<file path="config.mk">
export PLATFORM = sky130hd
export DESIGN_NAME = rwc_reset_watchdog_control
export DESIGN_NICKNAME = d
export VERILOG_FILES = /design/src/rtl/rwc_pkg.sv /design/src/rtl/rwc_reset_watchdog_control.sv
export SDC_FILE = /design/constraint.sdc
export NUM_CORES = 1
export LEC_CHECK = 0
export ABC_CLOCK_PERIOD_IN_PS = 3700
export BUFFER_PORTS_ARGS = -buffer_cell sky130_fd_sc_hd__clkbuf_2
export CAP_MARGIN = 20
export CORE_ASPECT_RATIO = 0.75
export CORE_MARGIN = 2
export CORE_UTILIZATION = 54
export DETAILED_ROUTE_END_ITERATION = 10
export PLACE_DENSITY_LB_ADDON = 0.15
export SKIP_CTS_REPAIR_TIMING = 1
export SLEW_MARGIN = 20
export SYNTH_ARGS = -nofsm -noshare
export SYNTH_HDL_FRONTEND = slang
export SYNTH_SLANG_ARGS = --single-unit
</file>
<file path="constraint.sdc">
create_clock -name sys_clk -period 3.7 [get_ports sys_clk]
set_input_delay 0.74 -clock sys_clk [delete_from_list [all_inputs] [get_ports sys_clk]]
set_output_delay 0.74 -clock sys_clk [all_outputs]
set_load 0.02 [all_outputs]
</file>
<file path="src/rtl/rwc_pkg.sv">
/*
  Package for the reset and watchdog controller: register offsets, field
  positions, reset values, timing counts and carrier types.
  Assumes a single 125 MHz system clock and a plain strobe register port.
*/
package rwc_pkg;

  // ==========================================================================
  // Register offsets (byte addresses on the plain port)
  localparam logic [7:0] RWC_ADDR_STATUS = 8'h00;  // Reset cause flags
  localparam logic [7:0] RWC_ADDR_WDCTL  = 8'h04;  // Watchdog control
  localparam logic [7:0] RWC_ADDR_MISC   = 8'h08;  // Reference requests and state

  // ==========================================================================
  // Reset cause flag positions
  localparam int RWC_FLG_POWERON  = 0;
  localparam int RWC_FLG_EXTERNAL = 1;
  localparam int RWC_FLG_BROWNOUT = 2;
  localparam int RWC_FLG_WATCHDOG = 3;

  // Watchdog control field positions
  localparam int RWC_WD_PRE0 = 0;
  localparam int RWC_WD_PRE1 = 1;
  localparam int RWC_WD_PRE2 = 2;
  localparam int RWC_WD_RST  = 3;
  localparam int RWC_WD_CHG  = 4;
  localparam int RWC_WD_PRE3 = 5;
  localparam int RWC_WD_IEN  = 6;
  localparam int RWC_WD_IFL  = 7;

  // Misc register field positions
  localparam int RWC_MS_COMPARATOR_BANDGAP_SELECT  = 0;
  localparam int RWC_MS_ADCEN = 1;
  localparam int RWC_MS_REFON = 2;
  localparam int RWC_MS_HELD  = 3;

  // ==========================================================================
  // Reset values
  localparam logic [7:0] RWC_WDCTL_RST = 8'h00;
  localparam logic [7:0] RWC_MISC_RST  = 8'h00;

  // ==========================================================================
  // Timing
  localparam int          RWC_CLK_MHZ       = 125;
  localparam int          RWC_WDOSC_KHZ     = 128;
  // Watchdog oscillator tick period in system clocks, shortest-time rounding
  localparam int          RWC_WDOSC_DIV     = (RWC_CLK_MHZ * 1000) / RWC_WDOSC_KHZ;
  localparam logic [9:0]  RWC_WDOSC_DIV_M1  = 10'(RWC_WDOSC_DIV - 1);
  localparam int          RWC_CHG_WIN       = 4;     // Change window, clocks
  localparam logic [2:0]  RWC_CHG_WIN_W     = 3'(RWC_CHG_WIN);
  localparam logic [16:0] RWC_WD_BASE       = 17'h00800;  // 2048 cycles at code 0
  localparam logic [3:0]  RWC_WD_MAXCODE    = 4'h6;
  localparam int          RWC_STRETCH_W     = 24;
  localparam int          RWC_BROWN_MIN_NS  = 2000;  // Least dip duration
  localparam int          RWC_BROWN_MIN_CYC = (RWC_BROWN_MIN_NS * RWC_CLK_MHZ + 999) / 1000;
  localparam logic [8:0]  RWC_BROWN_MIN_W   = 9'(RWC_BROWN_MIN_CYC);
  localparam int          RWC_EXT_MIN_NS    = 2500;  // Least reset pin pulse
  localparam int          RWC_EXT_MIN_CYC   = (RWC_EXT_MIN_NS * RWC_CLK_MHZ + 999) / 1000;
  localparam logic [8:0]  RWC_EXT_MIN_W     = 9'(RWC_EXT_MIN_CYC);

  // ==========================================================================
  // Carrier types
  typedef struct packed {
    logic [7:0] addr;
    logic [7:0] wdata;
    logic       wr;
    logic       rd;
  } rwc_bus_s;

  typedef struct packed {
    logic       poweron_low;    // Supply below power-on level
    logic       brownout_low;   // Supply below brown-out level
    logic       reset_pin_n;    // External reset pin level
  } rwc_analog_s;

  typedef enum logic [2:0] {
    RWC_ST_HOLD  = 3'b001,
    RWC_ST_COUNT = 3'b010,
    RWC_ST_RUN   = 3'b100
  } rwc_state_e;

endpackage

</file>
<file path="src/rtl/rwc_reset_watchdog_control.sv">
/*
  Reset merge, start-up stretch, reference enable and watchdog timer.
  Assumes analog detector outputs and the reset pin are asynchronous to
  sys_clk, that fuses are static, and that the core pulses watchdog_restart
  for its restart instruction and irq_ack when it enters the watchdog vector.
*/
// The placing of the registers and the address-and-strobe port are this design's own decisions.
`timescale 1ns/1ns

module rwc_reset_watchdog_control
  import rwc_pkg::*;
#(
  parameter int STARTUP_CYCLES = 8192  // Start-up delay count from fuses
) (
  // Clock and test reset
  input  wire logic                     sys_clk,
  input  wire logic                     rst,
  // Analog detectors and reset pin
  input  wire rwc_analog_s              analog,
  // Fuses
  input  wire logic                     brownout_detector_fuse,
  input  wire logic                     watchdog_always_on_fuse_n,
  input  wire logic                     reset_pin_enable_fuse,
  input  wire logic [1:0]               startup_time_fuse,
  input  wire logic [3:0]               clock_source_fuse,
  // Core
  input  wire logic                     watchdog_restart,
  input  wire logic                     irq_ack,
  // Register port
  input  wire rwc_bus_s                 bus,
  output logic [7:0]                    rdata,
  // Results
  output logic                          port_reset,
  output logic                          core_reset,
  output logic                          watchdog_irq,
  output logic                          reference_enable
);

  // ==========================================================================
  // Input synchronisers (two flops, first flop read only by the second)
  // They reset to the asserted level, so the block starts as if every
  // source were active and never runs on stale pin levels
  logic [2:0] sync1_r;
  logic [2:0] sync2_r;

  always_ff @(posedge sys_clk or posedge rst) begin
    if (rst) begin
      sync1_r <= 3'h7;
      sync2_r <= 3'h7;
    end else begin
      sync1_r <= {analog.poweron_low, analog.brownout_low, ~analog.reset_pin_n};
      sync2_r <= sync1_r;
    end
  end

  logic por_s, bo_s, pin_s;
  assign por_s = sync2_r[2];
  assign bo_s  = sync2_r[1] & brownout_detector_fuse;
  assign pin_s = sync2_r[0] & reset_pin_enable_fuse;

  // ==========================================================================
  // Glitch filters: a level must stand the minimum time to count
  // Limitation: the filter is only as fine as the clock, so a dip right at
  // the limit may or may not count; both outcomes are allowed
  logic [8:0] bo_cnt_r, pin_cnt_r;
  logic       bo_hit_r, pin_hit_r;

  always_ff @(posedge sys_clk or posedge rst) begin
    if (rst) begin
      bo_cnt_r <= 9'h000;
      bo_hit_r <= 1'b0;
    end else if (!bo_s) begin
      bo_cnt_r <= 9'h000;
      bo_hit_r <= 1'b0;
    end else if (bo_cnt_r >= RWC_BROWN_MIN_W) begin
      bo_hit_r <= 1'b1;
    end else begin
      bo_cnt_r <= bo_cnt_r + 9'h001;
    end
  end

  always_ff @(posedge sys_clk or posedge rst) begin
    if (rst) begin
      pin_cnt_r <= 9'h000;
      pin_hit_r <= 1'b0;
    end else if (!pin_s) begin
      pin_cnt_r <= 9'h000;
      pin_hit_r <= 1'b0;
    end else if (pin_cnt_r >= RWC_EXT_MIN_W) begin
      pin_hit_r <= 1'b1;
    end else begin
      pin_cnt_r <= pin_cnt_r + 9'h001;
    end
  end

  // ==========================================================================
  // Source merge; power-on and pin also act without a clock
  // The watchdog pulse joins only after its own register, one clock long
  logic wd_pulse_r;
  logic any_src;
  assign any_src = por_s | bo_hit_r | pin_hit_r | wd_pulse_r;

  // Asynchronous port reset: power-on and pin levels act directly, no clock needed
  always_comb begin
    port_reset = rst | analog.poweron_low | any_src
               | (reset_pin_enable_fuse & ~analog.reset_pin_n)
               | core_reset;
  end

  // ==========================================================================
  // Start-up stretch: counter restarts while any source stands
  // A source that returns mid-count sends the machine back to hold, so the
  // full delay always follows the last source to go inactive
  logic [RWC_STRETCH_W-1:0] stretch_r;
  rwc_state_e               st_r;

  // Fuse selection lengthens the delay; slow sources get extra padding
  logic [RWC_STRETCH_W-1:0] stretch_len;
  assign stretch_len = RWC_STRETCH_W'(STARTUP_CYCLES)
                     << {startup_time_fuse, (clock_source_fuse == 4'h0)};

  always_ff @(posedge sys_clk or posedge rst) begin
    if (rst) begin
      st_r      <= RWC_ST_HOLD;
      stretch_r <= '0;
    end else begin
      case (st_r)
        RWC_ST_HOLD: begin
          stretch_r <= '0;
          if (!any_src) st_r <= RWC_ST_COUNT;
        end
        RWC_ST_COUNT: begin
          if (any_src) begin
            st_r <= RWC_ST_HOLD;
          end else if (stretch_r >= stretch_len) begin
            st_r <= RWC_ST_RUN;
          end else begin
            stretch_r <= stretch_r + 1'b1;
          end
        end
        RWC_ST_RUN: begin
          if (any_src) st_r <= RWC_ST_HOLD;
        end
        default: st_r <= RWC_ST_HOLD;
      endcase
    end
  end

  // Core reset leaves on a clock edge only once the count is done. Power-on
  // clears the release flop without a clock so the core stops at once; the
  // release itself stays on the clock, so no core flop sees a runt edge.
  logic release_r;
  logic por_async;
  assign por_async = rst | analog.poweron_low;

  always_ff @(posedge sys_clk or posedge por_async) begin
    if (por_async) begin
      release_r <= 1'b0;
    end else begin
      release_r <= (st_r == RWC_ST_RUN) & ~any_src;
    end
  end
  assign core_reset = ~release_r;

  // ==========================================================================
  // Reset cause flags
  // Writes are ignored during core reset, like every other register write
  logic [3:0] flags_r;
  logic       wr_stat;
  assign wr_stat = bus.wr & ~core_reset & (bus.addr == RWC_ADDR_STATUS);

  always_ff @(posedge sys_clk or posedge rst) begin
    if (rst) begin
      flags_r <= 4'h0;
    end else if (por_s) begin
      flags_r <= 4'h1;
    end else begin
      // Set wins over a same-cycle write of zero
      flags_r[RWC_FLG_POWERON]  <= wr_stat ? bus.wdata[RWC_FLG_POWERON]
                                            & flags_r[RWC_FLG_POWERON]
                                          : flags_r[RWC_FLG_POWERON];
      flags_r[RWC_FLG_EXTERNAL] <= pin_hit_r | (flags_r[RWC_FLG_EXTERNAL]
                                   & ~(wr_stat & ~bus.wdata[RWC_FLG_EXTERNAL]));
      flags_r[RWC_FLG_BROWNOUT] <= bo_hit_r | (flags_r[RWC_FLG_BROWNOUT]
                                   & ~(wr_stat & ~bus.wdata[RWC_FLG_BROWNOUT]));
      flags_r[RWC_FLG_WATCHDOG] <= wd_pulse_r | (flags_r[RWC_FLG_WATCHDOG]
                                   & ~(wr_stat & ~bus.wdata[RWC_FLG_WATCHDOG]));
    end
  end

  // ==========================================================================
  // Watchdog control register with timed change sequence
  logic       wd_rst_en_r, wd_irq_en_r, wd_flag_r, wd_chg_r;
  logic [3:0] wd_pre_r;
  logic [2:0] chg_cnt_r;
  logic       wr_wd, fuse_on, wd_expire, eff_ren, eff_ien;
  logic [3:0] wr_pre;
  assign wr_wd   = bus.wr & (bus.addr == RWC_ADDR_WDCTL);
  assign fuse_on = ~watchdog_always_on_fuse_n;
  assign wr_pre  = {bus.wdata[RWC_WD_PRE3], bus.wdata[RWC_WD_PRE2],
                    bus.wdata[RWC_WD_PRE1], bus.wdata[RWC_WD_PRE0]};

  // Change window: opens on enable+reset write, closes after four clocks
  // An opening write inside a live window restarts the count; opening wins
  always_ff @(posedge sys_clk or posedge rst) begin
    if (rst) begin
      wd_chg_r  <= 1'b0;
      chg_cnt_r <= 3'h0;
    end else if (core_reset) begin
      wd_chg_r  <= 1'b0;
      chg_cnt_r <= 3'h0;
    end else if (wr_wd & bus.wdata[RWC_WD_CHG] & bus.wdata[RWC_WD_RST]) begin
      wd_chg_r  <= 1'b1;
      chg_cnt_r <= 3'h0;
    end else if (wr_wd & wd_chg_r) begin
      wd_chg_r  <= 1'b0;  // Closing write consumes the window
    end else if (wd_chg_r) begin
      chg_cnt_r <= chg_cnt_r + 3'h1;
      if (chg_cnt_r == RWC_CHG_WIN_W - 3'h1) wd_chg_r <= 1'b0;
    end
  end

  // Protected fields: reset enable may only be cleared and prescaler changed
  // by a write with the change bit low while the window is open
  always_ff @(posedge sys_clk or posedge rst) begin
    if (rst) begin
      wd_rst_en_r <= RWC_WDCTL_RST[RWC_WD_RST];
      wd_pre_r    <= 4'h0;
    end else if (core_reset) begin
      wd_rst_en_r <= RWC_WDCTL_RST[RWC_WD_RST];
      wd_pre_r    <= 4'h0;
    end else if (wr_wd) begin
      if (wd_chg_r & ~bus.wdata[RWC_WD_CHG]) begin
        wd_rst_en_r <= bus.wdata[RWC_WD_RST];
        wd_pre_r    <= wr_pre;
      end else if (bus.wdata[RWC_WD_RST]) begin
        wd_rst_en_r <= 1'b1;  // Setting needs no sequence
      end
    end
  end

  // Interrupt enable and flag; combined mode drops the enable on service
  always_ff @(posedge sys_clk or posedge rst) begin
    if (rst) begin
      wd_irq_en_r <= 1'b0;
      wd_flag_r   <= 1'b0;
    end else if (core_reset) begin
      wd_irq_en_r <= 1'b0;
      wd_flag_r   <= 1'b0;
    end else begin
      if (wd_expire & eff_ien) begin
        wd_flag_r <= 1'b1;
      end else if (irq_ack | (wr_wd & bus.wdata[RWC_WD_IFL])) begin
        wd_flag_r <= 1'b0;
      end
      if (irq_ack & eff_ren) begin
        wd_irq_en_r <= 1'b0;
      end else if (wr_wd) begin
        wd_irq_en_r <= bus.wdata[RWC_WD_IEN];
      end
    end
  end

  // Effective mode after fuse and flag overrides; the flag seen here keeps
  // the watchdog armed across the reset that it caused
  assign eff_ren = wd_rst_en_r | flags_r[RWC_FLG_WATCHDOG] | fuse_on;
  assign eff_ien = wd_irq_en_r & ~fuse_on;

  // ==========================================================================
  // Watchdog oscillator tick and counter
  // The divider rounds the tick period down, so a time-out runs slightly
  // short, by under one system clock per oscillator tick
  logic [9:0]  tick_cnt_r;
  logic        tick;
  logic [16:0] wd_cnt_r;
  logic [16:0] wd_limit;
  logic        wd_run;
  assign tick     = (tick_cnt_r == RWC_WDOSC_DIV_M1);
  assign wd_limit = RWC_WD_BASE << ((wd_pre_r > RWC_WD_MAXCODE) ? RWC_WD_MAXCODE
                                                                 : wd_pre_r);
  assign wd_run   = eff_ren | eff_ien;

  always_ff @(posedge sys_clk or posedge rst) begin
    if (rst) tick_cnt_r <= 10'h000;
    else     tick_cnt_r <= tick ? 10'h000 : tick_cnt_r + 10'h001;
  end

  assign wd_expire = tick & wd_run & (wd_cnt_r >= wd_limit - 17'h00001);

  // Held clear while stopped or in core reset, so each run starts from a
  // full period
  always_ff @(posedge sys_clk or posedge rst) begin
    if (rst) begin
      wd_cnt_r <= 17'h00000;
    end else if (watchdog_restart | ~wd_run | core_reset) begin
      wd_cnt_r <= 17'h00000;
    end else if (tick) begin
      wd_cnt_r <= wd_expire ? 17'h00000 : wd_cnt_r + 17'h00001;
    end
  end

  // Reset on expiry when reset mode is active and the interrupt is not enabled;
  // in combined mode the first expiry only sets the flag
  always_ff @(posedge sys_clk or posedge rst) begin
    if (rst) wd_pulse_r <= 1'b0;
    else     wd_pulse_r <= wd_expire & eff_ren & ~eff_ien & ~core_reset;
  end

  assign watchdog_irq = wd_flag_r & eff_ien;

  // ==========================================================================
  // Reference requests
  // Only the request is kept here; waiting out the start-up is software's part
  logic comparator_bandgap_select_r, adcen_r;
  always_ff @(posedge sys_clk or posedge rst) begin
    if (rst) begin
      comparator_bandgap_select_r  <= RWC_MISC_RST[RWC_MS_COMPARATOR_BANDGAP_SELECT];
      adcen_r <= RWC_MISC_RST[RWC_MS_ADCEN];
    end else if (core_reset) begin
      comparator_bandgap_select_r  <= RWC_MISC_RST[RWC_MS_COMPARATOR_BANDGAP_SELECT];
      adcen_r <= RWC_MISC_RST[RWC_MS_ADCEN];
    end else if (bus.wr & (bus.addr == RWC_ADDR_MISC)) begin
      comparator_bandgap_select_r  <= bus.wdata[RWC_MS_COMPARATOR_BANDGAP_SELECT];
      adcen_r <= bus.wdata[RWC_MS_ADCEN];
    end
  end
  assign reference_enable = brownout_detector_fuse | comparator_bandgap_select_r | adcen_r;

  // ==========================================================================
  // Read data, one cycle after the strobe; unmapped reads return zero
  // Reads have no side effects; flags clear only by writes, vector entry, power-on or core reset
  always_ff @(posedge sys_clk or posedge rst) begin
    if (rst) begin
      rdata <= 8'h00;
    end else if (bus.rd) begin
      case (bus.addr)
        RWC_ADDR_STATUS: rdata <= {4'h0, flags_r};
        RWC_ADDR_WDCTL:  rdata <= {wd_flag_r, eff_ien, wd_pre_r[3], wd_chg_r,
                                   eff_ren, wd_pre_r[2:0]};
        RWC_ADDR_MISC:   rdata <= {4'h0, core_reset, reference_enable, adcen_r, comparator_bandgap_select_r};
        default:         rdata <= 8'h00;
      endcase
    end else begin
      rdata <= 8'h00;
    end
  end

endmodule // rwc_reset_watchdog_control

</file>
==> metrics.txt <==
Worst Max-Slew Pin Slew=0.755 ns; Filler Cells Inserted=863; number of sinks handled by clock tree synthesis=107; startpoint-to-endpoint class of the critical path=reg2reg; clock tree from TritonCTS=done; final non-filler cell area=6360 µm²; CP required=3.96 ns; core area=10300 µm²; starting density of the core=55.4%; overall fraction of global-route tracks in use=23.3%; number of failing setup endpoints in the final timing report=0; global-route wire length before repair=21.3 mm; sum of net half-perimeters after detailed placement=8.86 mm; Final Hold Vio Count=0; IR Drop Worst-Case VDD=0.248 mV; CP max FO=16; number of enable-type register cells in the synthesized netlist=0; count of standard-cell rows=32; DRT Wirelength=12.2 mm; Mapped Nets=658; internal power consumption=1.71 mW; largest net degree at the start of global routing=59; worst setup skew after layout=0.00837 ns; Port-buffer cells=45; clock latency at the later pin of the worst-skew pair=0.35 ns; crit path DAT=3.39 ns; accumulated negative setup slack=0 ns; worst min path class=in2async; kind of end point of the critical path=register; signed area change from the synthesized netlist to the final layout=11.5%; sequential fraction of design power=52.9%; Net count, final=704; number of remaining DRC errors=0; most used flip-flop cell after synthesis=dfrtp_1; width of the die=123 µm; via count=4569; post-route fraction of the period consumed by the critical path=84.7%; standby leakage power=2.66 nW; count of antenna-violating nets left after detailed routing=0; Total Die Area=11400 µm²; cell area reported after detailed placement=6070 µm²; area of the mapped netlist=5710 µm²; final weighted congestion of routability-driven global placement=0.891; Die Y-Extent=93.0 µm; most repeated cell in the gate-level netlist after synthesis=dfrtp_1; number of top-level pins=46; clock transition at the register clock pins on the worst setup and hold paths after CTS=0.07 ns; average wire per standard cell=15.5 µm; top cells by count, synth=dfrtp_1 (100), nand2_1 (60), nor2_1 (55); Clk network pwr share=40.9%; Yosys top cell area share=43.9%; flop-to-flop setup slack=0.57 ns; flip-flop and latch count after synthesis=107; switching share of power=24.3%; part of the Yosys area used for sequential elements=47.1%; ranking of synthesized cells by area=dfrtp_1 (44%), ha_1 (5.5%), nand3_1 (4.6%); Clock Path Buffers=2; CTS Root Cell=clkbuf_16; pins over their slew limit=0; initial antenna violation count=0; post-synthesis cell type with the largest combined area=dfrtp_1; max capacitance violation total=0; Antenna diodes=0; maximum clock frequency=319 MHz; Startpoint Class=register; result of the run=completed; unique cell type count in the Yosys netlist=60; P_sw=0.549 mW; min cycle time layout=3.13 ns; total congestion overflow=0; gate count of the mapped netlist=599; Max H-tree Level=3; number of CTS-inserted buffers=9; YS warnings=0; number of global-route vias before repair=4518; placed cell count=769; number of detailed-route iterations in the first pass=4; combinational power share=6.2%; unrepaired setup endpoints after global routing=no; via/cell ratio=5.81; filler-free cell count of the finished design=786; First DRT Iteration DRCs=349; Post-Syn Area per Cell=9.52 µm²; power density over cell area=355 nW/µm²; worst rel slew slack=48.9%; proportion of register bits with asynchronous set or reset after synthesis=100%; fin util=61.8%; layout cell share with drive strength beyond 1=15.4%
[per-layer routing]
layer | share of wire (%) | wire length, µm | GRT usage, % | vias up
met5 | 0 | 0 | 0 | -
met4 | 1.2 | 150 | 5.75 | 0
met3 | 3.7 | 449 | 4.33 | 15
met2 | 46 | 5590 | 36.9 | 92
met1 | 49 | 5980 | 33.2 | 2198
li1 | - | - | - | 2264
[flip-flops by register name, summed over array words and instances, names as in the netlist, 3 cells and up]
register,count
tick_cnt_r,10
chg_cnt_r,3
wd_cnt_r,17
sync1_r,3
wd_pre_r,4
flags_r,4
rdata,8
bo_cnt_r,9
sync2_r,3
pin_cnt_r,9
st_r,3
stretch_r,24
[area by class of cell]
class                   count  area, µm²  area share, %
clock inverters             6       48.8          0.767
multi-input cells         452       2850           44.8
repair buffers             54        290           4.56
inverters                  21       81.3           1.28
clock buffers              10        239           3.76
flip-flops and latches    107       2690           42.2
well taps                 136        170           2.67
[path summary, 6_finish.rpt]
path	start	endpoint	cells after the start
max in group asynchronous	rst	sync2_r[0]	3
worst max register to register	wd_pre_r[2]	wd_cnt_r[0]	13
worst min-delay path	analog[2]	release_r	2
worst max-delay path	wd_pre_r[2]	wd_cnt_r[0]	13
worst min register to register	sync1_r[1]	sync2_r[1]	0
min in group sys_clk	sync1_r[1]	sync2_r[1]	0
[cells by family (layout without fill, tap and decap cells)]
logic type / after synthesis / in the layout / synth area share, %
DFF: 107 / 107 / 47.1
AOI/OAI and AO/OA: 111 / 111 / 13.0
and+or+nand+nor: 278 / 278 / 25.4
adders and majority gates: 25 / 25 / 5.48
muxes: 8 / 8 / 1.40
buffers and inverters: 40 / 91 / 3.00
xor gates and xnor gates: 30 / 30 / 4.61
[worst max-delay path: stages, from the launching register on]
cell      delay, ns
dfrtp_1        0.48
nor3_1         0.27
nand2b_1       0.11
ha_1           0.25
nor2b_1        0.16
a31oi_1        0.16
nor2_1         0.06
a21oi_1        0.16
ha_1           0.27
o21a_1         0.18
a21oi_1        0.23
and3_1         0.26
o21ai_4        0.18
o31ai_1        0.26
[power groups by stage]
stage | logic, mW | registers [mW] | clock network, mW
2_1_floorplan | 0.0859 | 1.21 | 0
3_3_place_gp | 0.137 | 1.22 | 0
3_5_place_dp | 0.140 | 1.22 | 0
4_1_cts | 0.141 | 1.20 | 0.949
5_1_grt | 0.158 | 1.20 | 0.998
6_report | 0.139 | 1.20 | 0.925
[metrics by stage]
stage | hold slack, ns | total power [mW] | worst slack [ns]
2_1_floorplan | 0.345 | 1.30 | 0.183
3_3_place_gp | 0.346 | 1.35 | 0.446
3_5_place_dp | 0.348 | 1.36 | 0.283
4_1_cts | 0.306 | 2.29 | 0.568
5_1_grt | 0.318 | 2.35 | 0.160
6_report | 0.310 | 2.26 | 0.566
[layout by cell type, fill, tap and decap left out, types with 11 or more instances in the layout]
cell type and n:
a21oi_1 33, and3_1 11, clkbuf_2 46, dfrtp_1 100
ha_1 25, inv_1 20, nand2_1 60, nand3_1 52
nand4_1 13, nor2_1 55, o21ai_0 21, or3_1 16
xnor2_1 20
No activity file was read; power rests on OpenSTA's default activity.
